==> src/hw/fsag_pkg.sv <==
// constants and types shared by the flash security access guard
// Behaviour
// - software write/erase needs write-erase enable bit
// - read lock top byte, write lock below
// - lock bit n guards 16k region n
// - read-locked region refuses debug reads, undefined data
// - write-locked region refuses debug writes and erases
// - scratchpad locked only when all regions locked
// - software may program, never erase, lock page
// - lock bytes always readable and clearable
// - debug erase of lock byte erases all
// - debug erase elsewhere in lock page erases page
// - limit address is register with nine zeros
// - upper code cannot touch flash below limit
// - lower code free; fetches always allowed
// - access limit accepts only first write
// - unwritten limit is zero, all readable
// - scratchpad select steers accesses to scratch sectors
// - erase plus write enable erases whole page
// - write enable routes data moves to flash
// - erase sets ones, program only clears bits
package fsag_pkg;
    localparam int ADDR_W = 17;
    localparam logic [7:0] TIMING_OFS = 8'hB7;
    localparam logic [7:0] LIMIT_OFS = 8'hB8;
    localparam logic [7:0] STORE_OFS = 8'hB9;
    localparam logic [7:0] TIMING_RST = 8'h80;
    localparam logic [7:0] STORE_RST = 8'h00;
    localparam logic [7:0] LIMIT_RST = 8'h00;
    localparam logic [7:0] TIMING_WMASK = 8'hF1;
    localparam logic [7:0] STORE_WMASK = 8'h07;
    localparam int FLASH_WRITE_ERASE_ENABLE_BIT = 0;
    localparam int FLASH_READ_TIME_LSB = 4;
    localparam int PROGRAM_WRITE_ENABLE_BIT = 0;
    localparam int PROGRAM_ERASE_ENABLE_BIT = 1;
    localparam int SCRATCHPAD_SELECT_BIT = 2;
    localparam logic [16:0] LOCK_RD_ADDR = 17'h1FBFF;
    localparam logic [16:0] LOCK_WE_ADDR = 17'h1FBFE;
    localparam int REGION_LSB = 14;
    localparam int PAGE_LSB = 10;
    localparam int LIMIT_LSB = 9;
    localparam logic [6:0] LOCK_PAGE = 7'h7E;
    localparam logic [2:0] LOCK_REGION = 3'h7;
    localparam logic [16:0] SCRATCH_TOP = 17'h000FF;
    localparam logic [16:0] SCRATCH_ERASE_ADDR = 17'h00400;
    localparam logic [7:0] FILL_BYTE = 8'h00;
    localparam logic [1:0] OP_FETCH = 2'h0;
    localparam logic [1:0] OP_CODE_CONSTANT_READ = 2'h1;
    localparam logic [1:0] OP_DATA_MOVE_INSTRUCTION = 2'h2;
    localparam logic [1:0] DBG_READ = 2'h0;
    localparam logic [1:0] DBG_PROG = 2'h1;
    localparam logic [1:0] DBG_ERASE = 2'h2;
    typedef enum logic [2:0] {
        CMD_NONE,
        CMD_READ,
        CMD_PROG,
        CMD_ERASE_PAGE,
        CMD_ERASE_ALL,
        CMD_ERASE_SCR
    } fsag_cmd_t;
endpackage
==> src/hw/fsag_guard.sv <==
// flash security access guard: sfr registers, core and debug gating
`timescale 1ns/1ps
module fsag_guard (
    input wire logic sys_clk,
    input wire logic rst,
    input wire logic [7:0] sfr_addr,
    input wire logic sfr_wr,
    input wire logic sfr_rd,
    input wire logic [7:0] sfr_wdata,
    output logic [7:0] sfr_rdata,
    input wire logic core_req,
    output logic core_ready,
    input wire logic [1:0] core_op,
    input wire logic [16:0] core_addr,
    input wire logic [16:0] core_pc,
    input wire logic [7:0] core_wdata,
    output logic core_ack,
    output logic core_denied,
    output logic [7:0] core_rdata,
    input wire logic dbg_req,
    input wire logic [1:0] dbg_op,
    input wire logic dbg_scratch,
    input wire logic [16:0] dbg_addr,
    input wire logic [7:0] dbg_wdata,
    output logic dbg_ack,
    output logic dbg_denied,
    output logic [7:0] dbg_rdata,
    input wire logic [7:0] lock_rd_byte,
    input wire logic [7:0] lock_we_byte,
    output fsag_pkg::fsag_cmd_t flash_cmd,
    output logic [16:0] flash_addr,
    output logic flash_scratch,
    output logic [7:0] flash_wdata,
    input wire logic [7:0] flash_rdata,
    output logic [1:0] flash_read_time,
    output logic xram_wr,
    output logic [15:0] xram_addr,
    output logic [7:0] xram_wdata
);
    typedef struct packed {
        logic [7:0] timing;
        logic [7:0] store;
        logic [7:0] limit;
        logic limit_done;
        logic [7:0] sfr_rdata;
        fsag_pkg::fsag_cmd_t cmd;
        logic [16:0] faddr;
        logic fscr;
        logic [7:0] fwdata;
        logic core_pend;
        logic core_deny;
        logic dbg_pend;
        logic dbg_deny;
        logic core_ack;
        logic core_denied;
        logic [7:0] core_rdata;
        logic dbg_ack;
        logic dbg_denied;
        logic [7:0] dbg_rdata;
        logic xram_wr;
        logic [15:0] xram_addr;
        logic [7:0] xram_wdata;
    } fsag_state_t;

    fsag_state_t q_ff;
    fsag_state_t nxt_q;

    function automatic logic [7:0] reg_read(
        input logic [7:0] addr,
        input logic [7:0] timing,
        input logic [7:0] store,
        input logic [7:0] limit
    );
        case (addr)
            fsag_pkg::TIMING_OFS: reg_read = timing;
            fsag_pkg::STORE_OFS: reg_read = store;
            fsag_pkg::LIMIT_OFS: reg_read = limit;
            default: reg_read = 8'h00;
        endcase
    endfunction

    // true when the lock byte forbids the debug access
    function automatic logic locked(
        input logic [7:0] lock_byte,
        input logic [16:0] addr,
        input logic scratch
    );
        if (scratch) begin
            locked = (lock_byte == 8'h00);
        end else begin
            locked = !lock_byte[addr[16:fsag_pkg::REGION_LSB]];
        end
    endfunction

    logic flash_write_erase_enable;
    logic program_write_enable;
    logic program_erase_enable;
    logic scratchpad_select;
    logic [16:0] limit_addr;
    logic core_upper;
    logic core_below;
    logic dbg_is_lock;
    logic dbg_lock_page;
    logic core_lock_page;

    assign flash_write_erase_enable = q_ff.timing[fsag_pkg::FLASH_WRITE_ERASE_ENABLE_BIT];
    assign program_write_enable = q_ff.store[fsag_pkg::PROGRAM_WRITE_ENABLE_BIT];
    assign program_erase_enable = q_ff.store[fsag_pkg::PROGRAM_ERASE_ENABLE_BIT];
    assign scratchpad_select = q_ff.store[fsag_pkg::SCRATCHPAD_SELECT_BIT];
    assign limit_addr = {q_ff.limit, {fsag_pkg::LIMIT_LSB{1'b0}}};
    assign core_upper = (core_pc >= limit_addr);
    assign core_below = (core_addr < limit_addr);
    assign dbg_is_lock = !dbg_scratch &&
        (dbg_addr == fsag_pkg::LOCK_RD_ADDR ||
         dbg_addr == fsag_pkg::LOCK_WE_ADDR);
    assign dbg_lock_page = !dbg_scratch &&
        (dbg_addr[16:fsag_pkg::PAGE_LSB] == fsag_pkg::LOCK_PAGE);
    assign core_lock_page =
        (core_addr[16:fsag_pkg::PAGE_LSB] == fsag_pkg::LOCK_PAGE);

    // debug port always wins the single flash port
    assign core_ready = !dbg_req;

    always_comb begin
        nxt_q = q_ff;
        nxt_q.cmd = fsag_pkg::CMD_NONE;
        nxt_q.core_pend = 1'b0;
        nxt_q.dbg_pend = 1'b0;
        nxt_q.core_ack = 1'b0;
        nxt_q.dbg_ack = 1'b0;
        nxt_q.xram_wr = 1'b0;
        nxt_q.core_deny = 1'b0;
        nxt_q.dbg_deny = 1'b0;
        nxt_q.fscr = 1'b0;

        // answer stage: flash data is valid while the command stands
        if (q_ff.core_pend) begin
            nxt_q.core_ack = 1'b1;
            nxt_q.core_denied = q_ff.core_deny;
            nxt_q.core_rdata = q_ff.core_deny ? fsag_pkg::FILL_BYTE
                                              : flash_rdata;
        end
        if (q_ff.dbg_pend) begin
            nxt_q.dbg_ack = 1'b1;
            nxt_q.dbg_denied = q_ff.dbg_deny;
            nxt_q.dbg_rdata = q_ff.dbg_deny ? fsag_pkg::FILL_BYTE
                                            : flash_rdata;
        end

        if (sfr_rd) begin
            nxt_q.sfr_rdata = reg_read(sfr_addr, q_ff.timing, q_ff.store,
                                       q_ff.limit);
        end
        if (sfr_wr) begin
            case (sfr_addr)
                fsag_pkg::TIMING_OFS: begin
                    // read time is stored only; software picks it
                    nxt_q.timing = sfr_wdata & fsag_pkg::TIMING_WMASK;
                end
                fsag_pkg::STORE_OFS: begin
                    nxt_q.store = sfr_wdata & fsag_pkg::STORE_WMASK;
                end
                fsag_pkg::LIMIT_OFS: begin
                    if (!q_ff.limit_done) begin
                        nxt_q.limit = sfr_wdata;
                        nxt_q.limit_done = 1'b1;
                    end
                end
                default: begin
                end
            endcase
        end

        if (dbg_req) begin
            nxt_q.dbg_pend = 1'b1;
            nxt_q.faddr = dbg_addr;
            nxt_q.fscr = dbg_scratch;
            nxt_q.fwdata = dbg_wdata;
            case (dbg_op)
                fsag_pkg::DBG_READ: begin
                    nxt_q.cmd = fsag_pkg::CMD_READ;
                    nxt_q.dbg_deny = !dbg_is_lock &&
                        locked(lock_rd_byte, dbg_addr, dbg_scratch);
                end
                fsag_pkg::DBG_PROG: begin
                    // array ANDs data in, so a program only clears bits
                    nxt_q.cmd = fsag_pkg::CMD_PROG;
                    nxt_q.dbg_deny = !dbg_is_lock &&
                        locked(lock_we_byte, dbg_addr, dbg_scratch);
                end
                fsag_pkg::DBG_ERASE: begin
                    if (dbg_is_lock) begin
                        // only way to lift a lock once region 7 is write-locked; reserved area kept
                        nxt_q.cmd = fsag_pkg::CMD_ERASE_ALL;
                    end else begin
                        // lock page erase takes lock bytes with it
                        nxt_q.cmd = fsag_pkg::CMD_ERASE_PAGE;
                        nxt_q.dbg_deny =
                            locked(lock_we_byte, dbg_addr, dbg_scratch);
                    end
                end
                default: begin
                    nxt_q.dbg_deny = 1'b1;
                end
            endcase
            if (nxt_q.dbg_deny) begin
                nxt_q.cmd = fsag_pkg::CMD_NONE;
            end
        end else if (core_req) begin
            nxt_q.core_pend = 1'b1;
            nxt_q.faddr = core_addr;
            nxt_q.fwdata = core_wdata;
            case (core_op)
                fsag_pkg::OP_FETCH: begin
                    nxt_q.cmd = fsag_pkg::CMD_READ;
                end
                fsag_pkg::OP_CODE_CONSTANT_READ: begin
                    nxt_q.cmd = fsag_pkg::CMD_READ;
                    if (scratchpad_select) begin
                        nxt_q.fscr = 1'b1;
                        nxt_q.core_deny =
                            (core_addr > fsag_pkg::SCRATCH_TOP);
                    end else begin
                        nxt_q.core_deny = core_upper && core_below;
                    end
                end
                fsag_pkg::OP_DATA_MOVE_INSTRUCTION: begin
                    if (!program_write_enable) begin
                        nxt_q.cmd = fsag_pkg::CMD_NONE;
                        nxt_q.xram_wr = 1'b1;
                        nxt_q.xram_addr = core_addr[15:0];
                        nxt_q.xram_wdata = core_wdata;
                    end else begin
                        nxt_q.cmd = program_erase_enable ? fsag_pkg::CMD_ERASE_PAGE
                                         : fsag_pkg::CMD_PROG;
                        nxt_q.core_deny = !flash_write_erase_enable;
                        if (scratchpad_select) begin
                            nxt_q.fscr = 1'b1;
                            if (program_erase_enable && core_addr ==
                                fsag_pkg::SCRATCH_ERASE_ADDR) begin
                                nxt_q.cmd = fsag_pkg::CMD_ERASE_SCR;
                            end else if (core_addr >
                                         fsag_pkg::SCRATCH_TOP) begin
                                nxt_q.core_deny = 1'b1;
                            end
                        end else begin
                            if (core_upper && core_below) begin
                                nxt_q.core_deny = 1'b1;
                            end
                            if (program_erase_enable && core_lock_page) begin
                                nxt_q.core_deny = 1'b1;
                            end
                        end
                    end
                end
                default: begin
                    nxt_q.core_deny = 1'b1;
                end
            endcase
            if (nxt_q.core_deny) begin
                nxt_q.cmd = fsag_pkg::CMD_NONE;
            end
        end
    end

    always_ff @(posedge sys_clk) begin
        if (rst) begin
            q_ff <= '0;
            q_ff.timing <= fsag_pkg::TIMING_RST;
            q_ff.store <= fsag_pkg::STORE_RST;
            q_ff.limit <= fsag_pkg::LIMIT_RST;
            q_ff.cmd <= fsag_pkg::CMD_NONE;
        end else begin
            q_ff <= nxt_q;
        end
    end

    assign sfr_rdata = q_ff.sfr_rdata;
    assign core_ack = q_ff.core_ack;
    assign core_denied = q_ff.core_denied;
    assign core_rdata = q_ff.core_rdata;
    assign dbg_ack = q_ff.dbg_ack;
    assign dbg_denied = q_ff.dbg_denied;
    assign dbg_rdata = q_ff.dbg_rdata;
    assign flash_cmd = q_ff.cmd;
    assign flash_addr = q_ff.faddr;
    assign flash_scratch = q_ff.fscr;
    assign flash_wdata = q_ff.fwdata;
    assign flash_read_time = q_ff.timing[fsag_pkg::FLASH_READ_TIME_LSB +: 2];
    assign xram_wr = q_ff.xram_wr;
    assign xram_addr = q_ff.xram_addr;
    assign xram_wdata = q_ff.xram_wdata;

    chk_flash_write_erase_enable_gate: assert property (
        @(posedge sys_clk) disable iff (rst)
        core_req && core_ready && core_op == fsag_pkg::OP_DATA_MOVE_INSTRUCTION && program_write_enable &&
        !flash_write_erase_enable |=> flash_cmd == fsag_pkg::CMD_NONE ##1 core_ack && core_denied)
        else $error("flash write passed with enable clear");

    chk_read_lock: assert property (
        @(posedge sys_clk) disable iff (rst)
        dbg_req && dbg_op == fsag_pkg::DBG_READ && !dbg_scratch &&
        !dbg_is_lock && !lock_rd_byte[dbg_addr[16:14]]
        |-> ##2 dbg_ack && dbg_denied && dbg_rdata == fsag_pkg::FILL_BYTE)
        else $error("read-locked debug read not refused");

    chk_write_lock: assert property (
        @(posedge sys_clk) disable iff (rst)
        dbg_req && dbg_op == fsag_pkg::DBG_PROG && !dbg_scratch &&
        !dbg_is_lock && !lock_we_byte[dbg_addr[16:14]]
        |=> flash_cmd == fsag_pkg::CMD_NONE)
        else $error("write-locked debug program issued");

    chk_lock_page_keep: assert property (
        @(posedge sys_clk) disable iff (rst)
        core_req && core_ready && core_op == fsag_pkg::OP_DATA_MOVE_INSTRUCTION && program_write_enable &&
        program_erase_enable && !scratchpad_select && core_lock_page
        |=> flash_cmd != fsag_pkg::CMD_ERASE_PAGE ##1 core_denied)
        else $error("software erased the lock page");

    chk_mass_erase: assert property (
        @(posedge sys_clk) disable iff (rst)
        dbg_req && dbg_op == fsag_pkg::DBG_ERASE && dbg_is_lock
        |=> flash_cmd == fsag_pkg::CMD_ERASE_ALL ##1 dbg_ack && !dbg_denied)
        else $error("lock byte erase did not erase all");

    chk_limit_once: assert property (
        @(posedge sys_clk) disable iff (rst)
        q_ff.limit_done |=> q_ff.limit_done && $stable(q_ff.limit))
        else $error("access limit changed after first write");

    chk_upper_block: assert property (
        @(posedge sys_clk) disable iff (rst)
        core_req && core_ready && core_op == fsag_pkg::OP_CODE_CONSTANT_READ && !scratchpad_select &&
        core_upper && core_below
        |-> ##2 core_ack && core_denied &&
        core_rdata == fsag_pkg::FILL_BYTE)
        else $error("upper code read below the limit");

    chk_xram_route: assert property (
        @(posedge sys_clk) disable iff (rst)
        core_req && core_ready && core_op == fsag_pkg::OP_DATA_MOVE_INSTRUCTION && !program_write_enable
        |=> xram_wr && flash_cmd == fsag_pkg::CMD_NONE &&
        xram_addr == $past(core_addr[15:0]))
        else $error("data move not routed to data ram");

    chk_fetch_free: assert property (
        @(posedge sys_clk) disable iff (rst)
        core_req && core_ready && core_op == fsag_pkg::OP_FETCH
        |=> flash_cmd == fsag_pkg::CMD_READ ##1 core_ack && !core_denied)
        else $error("instruction fetch was refused");
endmodule // fsag_guard

==> config.mk <==
export PLATFORM = sky130hd
export DESIGN_NAME = fsag_guard
export DESIGN_NICKNAME = d
export VERILOG_FILES = /design/src/hw/fsag_pkg.sv /design/src/hw/fsag_guard.sv
export SDC_FILE = /design/constraint.sdc
export NUM_CORES = 1
export LEC_CHECK = 0
export BUFFER_PORTS_ARGS = -buffer_cell sky130_fd_sc_hd__clkbuf_2
export CAP_MARGIN = 20
export CORE_MARGIN = 5
export CORE_UTILIZATION = 39
export CTS_BUF_LIST = sky130_fd_sc_hd__clkbuf_4 sky130_fd_sc_hd__clkbuf_8 sky130_fd_sc_hd__clkbuf_16
export CTS_CLUSTER_SIZE = 28
export DETAILED_ROUTE_END_ITERATION = 16
export GPL_TIMING_DRIVEN = 0
export PLACE_DENSITY_LB_ADDON = 0.12
export SLEW_MARGIN = 10
export SYNTH_ARGS = -nofsm -noshare
export SYNTH_HDL_FRONTEND = slang
export SYNTH_SLANG_ARGS = --single-unit
==> constraint.sdc <==
create_clock -name sys_clk -period 3.32 [get_ports sys_clk]
set_clock_uncertainty 0.15 [all_clocks]
set_input_delay 0.664 -clock sys_clk [delete_from_list [all_inputs] [get_ports sys_clk]]
set_output_delay 0.664 -clock sys_clk [all_outputs]
set_load 0.05 [all_outputs]
==> results of run 1 <==
-- critical path: cells and delay by family --
family | cells | cell delay, ns
and+or+nand+nor | 5 | 1.28
muxes | 1 | 0.20
buffers and inverters | 2 | 0.26
-- stage by stage --
step             util  setup slack, ns  cells
2_1_floorplan       -           0.9299    632
3_3_place_gp   0.4915           0.6408   1005
3_5_place_dp   0.4915           0.6286   1005
4_1_cts        0.5117           0.9815   1021
5_1_grt        0.5117           0.8247   1021
6_report       0.5117           0.9653   1021
-- power groups by stage --
stage	combinational (mW)	clock [mW]	sequential [mW]
after global placement	0.544	0	1.32
final	0.551	0.980	1.30
after detailed placement	0.553	0	1.33
after CTS	0.555	1.00	1.30
after floorplan	0.364	0	1.33
after global routing	0.594	1.05	1.30
-- Yosys cell counts (all sizes together) --
cell type,n,area [µm²]
dfxtp,103,2062
nor2,95,356.6
buf,84,620.6
a21oi,76,384.1
nand2,48,180.2
mux2i,39,390.4
clkbuf,27,101.4
nor2b,22,137.6
ha,19,237.7
inv,16,60.06
nand3,11,55.05
o21ai,9,56.30
a211oi,7,52.55
a22o,7,61.31
nor4,7,43.79
nand2b,6,37.54
a22oi,5,37.54
nand4,5,31.28
mux4,4,105.1
nand4b,4,35.03
nor3,4,20.02
nor4b,4,41.29
o21a,3,22.52
or2,3,18.77
a211o,2,17.52
a21o,2,15.01
a31o,2,17.52
and3,2,12.51
and3b,2,17.52
mux2,2,26.27
o2bb2ai,2,17.52
or4,2,15.01
a2bb2oi,1,8.760
a32o,1,10.01
a41oi,1,8.760
and2b,1,7.510
nor3b,1,7.510
o211ai,1,7.510
o221ai,1,8.760
o31ai,1,7.510
-- sequential cells by signal, summed over array words and instances (netlist names) --
name	flops
program_erase_enable	1
flash_scratch	1
xram_wdata	8
flash_cmd	3
core_ack	1
core_rdata	8
dbg_ack	1
limit_addr	8
flash_write_erase_enable	1
flash_wdata	8
xram_addr	16
q_ff	8
sfr_rdata	8
xram_wr	1
dbg_rdata	8
dbg_denied	1
flash_addr	17
program_write_enable	1
core_denied	1
flash_read_time	2
-- worst max path at each step --
stage	start	slack [ns]	endpoint
floorplan	dbg_addr[14]	0.93	flash_cmd[1]$_SDFF_PP0_
detailed placement	sfr_addr[6]	0.63	limit_addr[11]$_SDFFE_PP0P_
CTS	sfr_addr[6]	0.98	limit_addr[11]$_SDFFE_PP0P_
global placement	sfr_addr[6]	0.64	limit_addr[15]$_SDFFE_PP0P_
global route	sfr_addr[6]	0.82	limit_addr[12]$_SDFFE_PP0P_
finish	sfr_addr[6]	0.97	limit_addr[11]$_SDFFE_PP0P_
-- per-layer routing --
metal | GRT usage | wire (µm)
met3 | 0.03881 | 1021
met2 | 0.3154 | 7429
met5 | 0 | 0
met1 | 0.2596 | 7417
met4 | 0.03722 | 107
-- logic make-up after synthesis --
kind of cell | count (synthesis) | synth area share
and+or+nand+nor | 217 | 0.1900
AOI/OAI and AO/OA | 121 | 0.1370
DFF | 103 | 0.3851
buffers and inverters | 127 | 0.1461
muxes | 45 | 0.09745
adders and majority gates | 19 | 0.04440
-- area by class of cell --
type	count	share of cell area
Sequential cell	103	0.3019
Multi-Input combinational cell	402	0.3675
Clock inverter	4	0.003297
Buffer	111	0.1057
Timing Repair Buffer	197	0.1443
Clock buffer	12	0.03627
Tap cell	176	0.03224
Inverter	16	0.008793
==> metrics.csv, run 1 <==
stage,metric,value,unit
power_and_ir_drop,p_leak,3.248,nW
power_and_ir_drop,switching_share,0.2880,
cells_and_area,final_common_cell,clkbuf_2,
placement,port_buffers,197,
worst_setup_path,cp-end-kind,flop,
cells_and_area,area_growth_syn_to_layout,27.58,%
die,ios,203,
global_route,gr-total-overflow,0,
global_route,grt_pass1_wl,24850,µm
worst_hold_path,hold_class,flop to flop,
worst_setup_path,r2r_setup_slack,1.05,ns
global_route,grt_pass1_vias,4930,
drt,drt_first_iter_violations,261,
synthesis,synth_area,5354,µm²
worst_setup_path,critPathLaunchType,primary input,
die,core_area,13350,µm²
drt,antenna_left,0,
cells_and_area,fin_area,6830,µm²
global_route,grt_max_degree,16,
sta,fin_tns_setup,0,ns
worst_setup_path,path_max_fanout,8,
clocking,cts_buffer_depth,2,
cells_and_area,fillers,1379,
sta,relSlewSlack,0.4754,
worst_setup_path,worstPathCellList,clkbuf_2 -> nand4b_1 -> nor4b_2 -> and2b_1 -> and3b_1 -> buf_4 -> mux2i_1 -> nor2_1,
worst_hold_path,hp-start,xram_addr[8]$_SDFFE_PP0P_,
global_route,track_usage,0.1905,
drt,wl_per_cell,15.65,µm
drt,dr.pass1.iters,5,
power_and_ir_drop,worst_ir_drop_vdd,0.2370,mV
power_and_ir_drop,seq_power_share,0.459,
die,dieWidth,127.2,µm
worst_setup_path,critical_path_class,primary input to flop,
cells_and_area,antennaDiodeCount,0,
die,std_cell_rows,42,
sta,fin_crit,2.355,ns
power_and_ir_drop,clockPowerShare,0.346,
cells_and_area,regArea,2062,µm²
sta,grt_setup_unrepaired,no,
clocking,cts_resized,0,
worst_setup_path,arrival,2.41,ns
die,start_util,0.4011,
synthesis,synthCells,632,
die,dieArea,16170,µm²
worst_setup_path,r2r-end,flash_cmd[0]$_SDFF_PP0_,
synthesis,syn_nets,769,
synthesis,syn_area_per_cell,8.471,µm²
placement,dpl_cell_area,6560,µm²
placement,place.gp.congestion,0.8742,
power_and_ir_drop,power.internal,2.014,mW
worst_setup_path,worstPathRequired,3.38,ns
sta,fin_crit_sh,0.7093,
synthesis,ys_ff_latch,103,
placement,place_hpwl,12900,µm
clocking,cts_sinks,103,
synthesis,synth.distinct_cells,49,
power_and_ir_drop,combPwrFrac,0.195,
worst_setup_path,cpPeakStageDelay,0.49,ns
cells_and_area,multiInputGateArea,2510,µm²
clocking,clk_pin_slew,0.07,ns
sta,finalMaxSlewViolations,0,
power_and_ir_drop,power.density,414.2,nW/µm²
clocking,clockRootBuffer,clkbuf_16,
die,die_h,127.2,µm
synthesis,yosysWarnings,0,
cells_and_area,nets,977,
run_status,status,finished clean,
power_and_ir_drop,totalPowerFinal,2.829,mW
drt,drc_errors,0,
sta,tightestPinTransition,0.7870,ns
job,maxCapViolCount,0,
clocking,holdBufCountCts,0,
clocking,h-tree-depth,3,
sta,hold_viol,0,
clocking,post_cts_buffers,0,
sta,fmax,424.7,MHz
cells_and_area,drive_gt1_frac,0.3586,
worst_hold_path,holdPathEnd,xram_addr[8]$_SDFFE_PP0P_,
drt,wl,15980,µm
synthesis,yosysSeqAreaShare,0.3851,
clocking,cts_tree,yes,
drt,dr_total_vias,4998,
worst_hold_path,hold_depth,2,
clocking,cts_made_buffers,9,
drt,via_per_inst,4.895,
sta,fin_hold_ws,0.3068,ns
clocking,insertion_delay,0.34,ns
worst_setup_path,slowest_stage,nor4b_2,
cells_and_area,final_cell_mix,"197 x clkbuf_2, 103 x dfxtp_1, 95 x nor2_1, 79 x buf_4, 75 x a21oi_1",
sta,setup_viol,0,
worst_setup_path,regToRegStartpoint,limit_addr[12]$_SDFFE_PP0P_,
power_and_ir_drop,p_sw,0.8147,mW
worst_setup_path,reg2reg_depth,8,
global_route,antenna_found_initial,0,
Power figures use the tool's default switching activity.
==> run 2, diff against run 1 <==
Clock period 3.32 ns to 1.9 ns, I/O delays scaled along.
==> metrics.csv, run 2 (synthesis gave the netlist of run 1 again) <==
stage,metric,value,unit
power_and_ir_drop,totalPowerFinal,5.204,mW
die,ios,203,
drt,wl_per_cell,15.99,µm
global_route,grt_pass1_vias,4936,
placement,placed_cells,1005,
global_route,track_usage,0.1992,
worst_setup_path,worstPathRequired,1.98,ns
clocking,insertion_delay,0.34,ns
sta,finalMaxSlewViolations,0,
sta,tightestPinTransition,0.8335,ns
drt,dr.pass1.iters,5,
cells_and_area,multiInputGateArea,2621,µm²
clocking,clk_pin_slew,0.07,ns
drt,drt_first_iter_violations,256,
drt,drc_errors,0,
die,die_h,127.2,µm
run_status,violations,setup timing,
die,dieWidth,127.2,µm
worst_setup_path,r2r_setup_slack,-0.08,ns
worst_setup_path,worstPathCellList,inv_4 -> ha_4 -> nor4b_4 -> a41oi_2 -> a21oi_2 -> o221ai_2 -> o2bb2ai_2 -> a211o_1,
placement,place.gp.congestion,0.8680,
die,dieArea,16170,µm²
cells_and_area,final_common_cell,clkbuf_2,
sta,fin_crit,1.979,ns
drt,via_per_inst,4.875,
cells_and_area,drive_gt1_frac,0.3932,
worst_setup_path,critical_path_class,flop to flop,
worst_hold_path,hold_class,primary input to flop,
worst_setup_path,crit_cells,8,
worst_setup_path,cpPeakStageDelay,0.35,ns
placement,place_hpwl,12940,µm
worst_setup_path,critPathLaunchType,flop,
worst_setup_path,critPathBufInv,1,
cells_and_area,nets,981,
cells_and_area,area_growth_syn_to_layout,31.41,%
placement,port_buffers,197,
sta,relSlewSlack,0.4444,
sta,hold_viol,0,
worst_setup_path,slowest_stage,dfxtp_2,
worst_setup_path,r2r-end,flash_cmd[0]$_SDFF_PP0_,
power_and_ir_drop,worst_ir_drop_vdd,0.4613,mV
global_route,grt_pass1_wl,25610,µm
die,start_util,0.4011,
global_route,gr-total-overflow,0,
cells_and_area,fillers,1331,
cells_and_area,final_cell_mix,"201 x clkbuf_2, 99 x dfxtp_1, 93 x nor2_1, 83 x buf_4, 74 x a21oi_1",
sta,layout_setup_ws,-0.07866,ns
job,maxCapViolCount,0,
worst_setup_path,worstSetupEndpoint,flash_cmd[0]$_SDFF_PP0_,
drt,dr_total_vias,4987,
drt,antenna_left,0,
worst_setup_path,worstSetupStartpoint,limit_addr[12]$_SDFFE_PP0P_,
clocking,cts_tree,yes,
cells_and_area,largest_reg_flops,17,
worst_setup_path,regToRegStartpoint,limit_addr[12]$_SDFFE_PP0P_,
clocking,cts_made_buffers,9,
sta,fmax,505.4,MHz
sta,setup_viol,2,
die,std_cell_rows,42,
global_route,grt_max_degree,16,
worst_setup_path,cp-end-kind,flop,
worst_setup_path,arrival,2.06,ns
cells_and_area,final_cells,1023,
clocking,holdBufCountCts,0,
sta,grt_setup_unrepaired,yes,
clocking,cts_sinks,103,
worst_setup_path,reg2reg_depth,8,
die,core_area,13350,µm²
clocking,h-tree-depth,3,
clocking,cts_buffer_depth,2,
run_status,status,finished with violations,
power_and_ir_drop,p_leak,3.316,nW
cells_and_area,antennaDiodeCount,0,
sta,fin_crit_sh,1.041,
worst_setup_path,path_max_fanout,4,
worst_setup_path,cpLargestDelayFamily,compound AO/OA/AOI/OAI gates,
cells_and_area,regArea,2069,µm²
global_route,antenna_found_initial,0,
clocking,clockRootBuffer,clkbuf_16,
power_and_ir_drop,power.density,739.7,nW/µm²
drt,wl,16360,µm
## run 2: what timing repair did
| action | CTS | global route |
|---|---|---|
| gates cloned | 0 | 0 |
| buffers inserted | 2 | 3 |
| resized for setup | 19 | 10 |
| endpoints found under the setup margin | 24 | 45 |
| pin swaps | 4 | 4 |
## run 2: metrics by stage
step / setup WS [ns] / util / TNS [ns] / area (µm²) / hold WS (ns)
CTS: -0.06353 / 0.5232 / -0.06353 / 6984 / 0.1059
detailed placement: -0.3920 / 0.4924 / -18.61 / 6573 / 0.2979
finish: -0.07866 / 0.5271 / -0.1140 / 7036 / 0.1119
global placement: -0.3920 / 0.4924 / -16.76 / 6573 / 0.2944
floorplan: -0.1505 / - / -0.8837 / 5366 / 0.2794
global route: -0.1810 / 0.5271 / -0.4398 / 7036 / 0.1171
## run 2: power breakdown
part	switching (mW)	internal [mW]
combinational	0.614	0.373
sequential	0.0368	2.23
clock	0.797	1.15
total	1.45	3.76
## run 2: per-layer routing
layer | GRT usage | share of wire | vias up
met5 | 0 | 0 | -
met4 | 0.06120 | 0.012 | 0
met3 | 0.03631 | 0.069 | 15
met2 | 0.3356 | 0.47 | 177
met1 | 0.2600 | 0.45 | 2291
li1 | - | - | 2504
## run 2: area by class of cell
type | count | share of cell area
buffer | 110 | 0.1039
clock buffer | 10 | 0.03308
clock inverter | 4 | 0.01031
inverter | 16 | 0.009248
multi-input combinational | 402 | 0.3726
sequential | 103 | 0.2941
tap | 176 | 0.03130
timing repair buffer | 202 | 0.1455
## run 2: how the worst min path moves through the flow
stage | start | to | slack (ns) | cells past startpoint
global placement | q_ff[86]$_SDFFE_PP0P_ | q_ff[86]$_SDFFE_PP0P_ | 0.29 | 2
CTS | dbg_wdata[3] | flash_wdata[3]$_SDFFE_PP0P_ | 0.11 | 3
global route | dbg_wdata[4] | flash_wdata[4]$_SDFFE_PP0P_ | 0.12 | 3
detailed placement | xram_addr[14]$_SDFFE_PP0P_ | xram_addr[14]$_SDFFE_PP0P_ | 0.30 | 2
finish | dbg_wdata[3] | flash_wdata[3]$_SDFFE_PP0P_ | 0.11 | 3
floorplan | q_ff[86]$_SDFFE_PP0P_ | q_ff[86]$_SDFFE_PP0P_ | 0.28 | 2
## run 2: worst register-to-register path, stage by stage, from the launching register on
cell and delay (ns):
dfxtp_2 0.35, inv_4 0.05, ha_4 0.26, nor4b_4 0.19, a41oi_2 0.15, a21oi_2 0.16
o221ai_2 0.11, o2bb2ai_2 0.16, a211o_1 0.27
==> run 3, diff against run 2 <==
Settings changed: ABC_AREA set to 1.
==> metrics.csv, run 3 <==
stage,metric,value,unit
run_status,status,finished clean,
drt,antenna_left,0,
drt,wl_per_cell,14.48,µm
cells_and_area,area_growth_syn_to_layout,32.55,%
clocking,cts_sinks,103,
sta,grt_setup_unrepaired,yes,
placement,place_hpwl,12830,µm
synthesis,synth.distinct_cells,35,
cells_and_area,antennaDiodeCount,0,
synthesis,synth_edf_count,0,
power_and_ir_drop,power.density,752.4,nW/µm²
sta,hold_viol,0,
synthesis,synth_area_leader_cell,dfxtp_1,
synthesis,synth-main-ff-cell,dfxtp_1,
sta,tightestPinTransition,0.6798,ns
sta,setup_viol,0,
die,ios,203,
sta,relSlewSlack,0.5468,
worst_setup_path,cpLargestDelayFamily,simple AND/OR/NAND/NOR gates,
synthesis,yosys.area.top_type_share,0.3862,
clocking,h-tree-depth,3,
synthesis,synth_common_cells,"125 x nand2_1, 103 x dfxtp_1, 79 x buf_4, 74 x nor2_1, 69 x inv_1",
clocking,cts_buffer_depth,2,
synthesis,synthCells,730,
drt,dr.pass1.iters,4,
worst_setup_path,r2r_setup_slack,0.02,ns
synthesis,synth_area,5339,µm²
synthesis,synth_area_leaders,"dfxtp_1 39%, buf_4 11%, nand2_1 8.8%, a21oi_1 5.8%, o21ai_0 5.7%",
drt,dr_total_vias,5328,
die,std_cell_rows,42,
global_route,antenna_found_initial,0,
die,core_area,13350,µm²
synthesis,synth.most_common_cell,nand2_1,
synthesis,yosysWarnings,0,
worst_setup_path,path_max_fanout,4,
die,dieWidth,127,µm
sta,fin_tns_setup,0,ns
worst_setup_path,worstPathRequired,1.99,ns
clocking,holdBufCountCts,0,
global_route,grt_pass1_wl,26010,µm
worst_setup_path,critical_path_class,flop to flop,
cells_and_area,final_cell_mix,"198 x clkbuf_2, 121 x nand2_1, 97 x dfxtp_1, 81 x buf_4, 71 x nor2_1",
drt,dr_wl_met3,1032,µm
power_and_ir_drop,p_leak,3.490,nW
clocking,cts_made_buffers,9,
global_route,grt_pass1_vias,5264,
clocking,clockRootBuffer,clkbuf_16,
drt,wl_met1,7737,µm
worst_setup_path,critPathLaunchType,flop,
job,maxCapViolCount,0,
synthesis,ys_ff_latch,103,
worst_hold_path,hold_class,primary input to flop,
sta,fin_crit,1.878,ns
worst_setup_path,slowest_stage,dfxtp_2,
worst_setup_path,path_common_cell,nand3_2,
cells_and_area,final_common_cell,clkbuf_2,
sta,finalMaxSlewViolations,0,
placement,place.gp.congestion,0.8394,
cells_and_area,largest_reg_flops,17,
synthesis,yosysSeqAreaShare,0.3862,
worst_setup_path,crit_cells,12,
sta,fin_crit_sh,0.9884,
drt,drc_errors,0,
worst_setup_path,cpPeakStageDelay,0.34,ns
placement,port_buffers,198,
synthesis,syn_nets,867,
sta,fmax,532.5,MHz
drt,wl,16230,µm
clocking,insertion_delay,0.35,ns
global_route,grt_max_degree,20,
synthesis,syn_area_per_cell,7.314,µm²
drt,drt_first_iter_violations,312,
die,die_h,127,µm
drt,via_per_inst,4.753,
die,start_util,0.4000,
clocking,clk_pin_slew,0.08,ns
drt,dr.max_layer_used,met4,
worst_setup_path,critPathBufInv,1,
power_and_ir_drop,worst_ir_drop_vdd,0.4228,mV
worst_setup_path,arrival,1.97,ns
synthesis,async_reset_ff_frac,0,
clocking,cts_tree,yes,
sta,fin_hold_ws,0.08094,ns
global_route,gr-total-overflow,0,
worst_setup_path,reg2reg_depth,12,
worst_hold_path,hold_depth,3,
die,dieArea,16130,µm²
worst_setup_path,cp-end-kind,flop,
cells_and_area,drive_gt1_frac,0.3714,
worst_setup_path,worstPathCellList,inv_4 -> ha_4 -> nand2_2 -> nor2_4 -> and2_4 -> nand3_2 -> nand3_2 -> nand2_2 -> nand4_1 -> nand3_2 -> nand3_2 -> nand2_1,
global_route,track_usage,0.1986,
cells_and_area,nets,1077,
cells_and_area,final_core_util,0.5302,
drt,wl_met2,7245,µm
## run 3: per-layer routing
layer / up-vias / track usage
li1: 2760 / -
met1: 2407 / 0.2717
met2: 146 / 0.3151
met3: 15 / 0.04633
met4: 0 / 0.05552
met5: - / 0
## run 3: timing repair
action                                  in CTS  in global routing
pin swaps                                    3                  8
endpoints found under the setup margin       5                 17
resized for setup                            8                 40
hold endpoints to repair                     0                  0
buffers inserted                             0                  2
## run 3: metrics by stage
stage | instance area [µm²] | cells | setup WS [ns] | power [mW]
2_1_floorplan | 5339 | 730 | 0.06500 | 2.974
3_3_place_gp | 6550 | 1104 | -0.2987 | 3.296
3_5_place_dp | 6550 | 1104 | -0.2852 | 3.299
4_1_cts | 6904 | 1119 | 0.0008973 | 5.340
5_1_grt | 7077 | 1121 | -0.08096 | 5.549
6_report | 7077 | 1121 | 0.02209 | 5.325
## run 3: cell type report
class                           count  area [µm²]
Fill cell                        1364        6271
Multi-Input combinational cell    451        2474
Sequential cell                   103        2069
Timing Repair Buffer              200        1006
Buffer                            100       684.4
Inverter                           75       292.8
Clock buffer                        9       225.2
Tap cell                          176       220.2
Clock inverter                      7       105.1
## run 3: worst reg2reg max path: stages, from the launching register on
cell and delay (ns):
dfxtp_2 0.34, inv_4 0.05, ha_4 0.27, nand2_2 0.08, nor2_4 0.09, and2_4 0.14, nand3_2 0.07, nand3_2 0.07
nand2_2 0.08, nand4_1 0.09, nand3_2 0.16, nand3_2 0.12, nand2_1 0.06
## run 3: worst paths after layout
kind / from / to
setup / recovery: limit_addr[16]$_SDFFE_PP0P_ / flash_cmd[2]$_SDFF_PP0_
setup reg to reg: limit_addr[16]$_SDFFE_PP0P_ / flash_cmd[2]$_SDFF_PP0_
hold / removal: core_wdata[4] / xram_wdata[4]$_SDFFE_PP0P_
hold reg to reg: core_rdata[5]$_SDFFE_PP0P_ / core_rdata[5]$_SDFFE_PP0P_
## run 3: cells by family (layout without fill, tap and decap cells)
logic type	Yosys count	after routing	share of synthesized area
AO/OA/AOI/OAI	163	163	0.1701
AND/OR/NAND/NOR	269	269	0.2175
buffers and inverters	176	391	0.1816
adder cells (fa/ha/maj)	19	19	0.04453
flip-flops	103	103	0.3862
## run 3: power by group
part	internal (mW)	leakage, nW	switching (mW)
registers	2.24	0.844	0.0410
clock network	1.17	0.158	0.876
logic	0.345	2.49	0.651
total	3.76	3.49	1.57
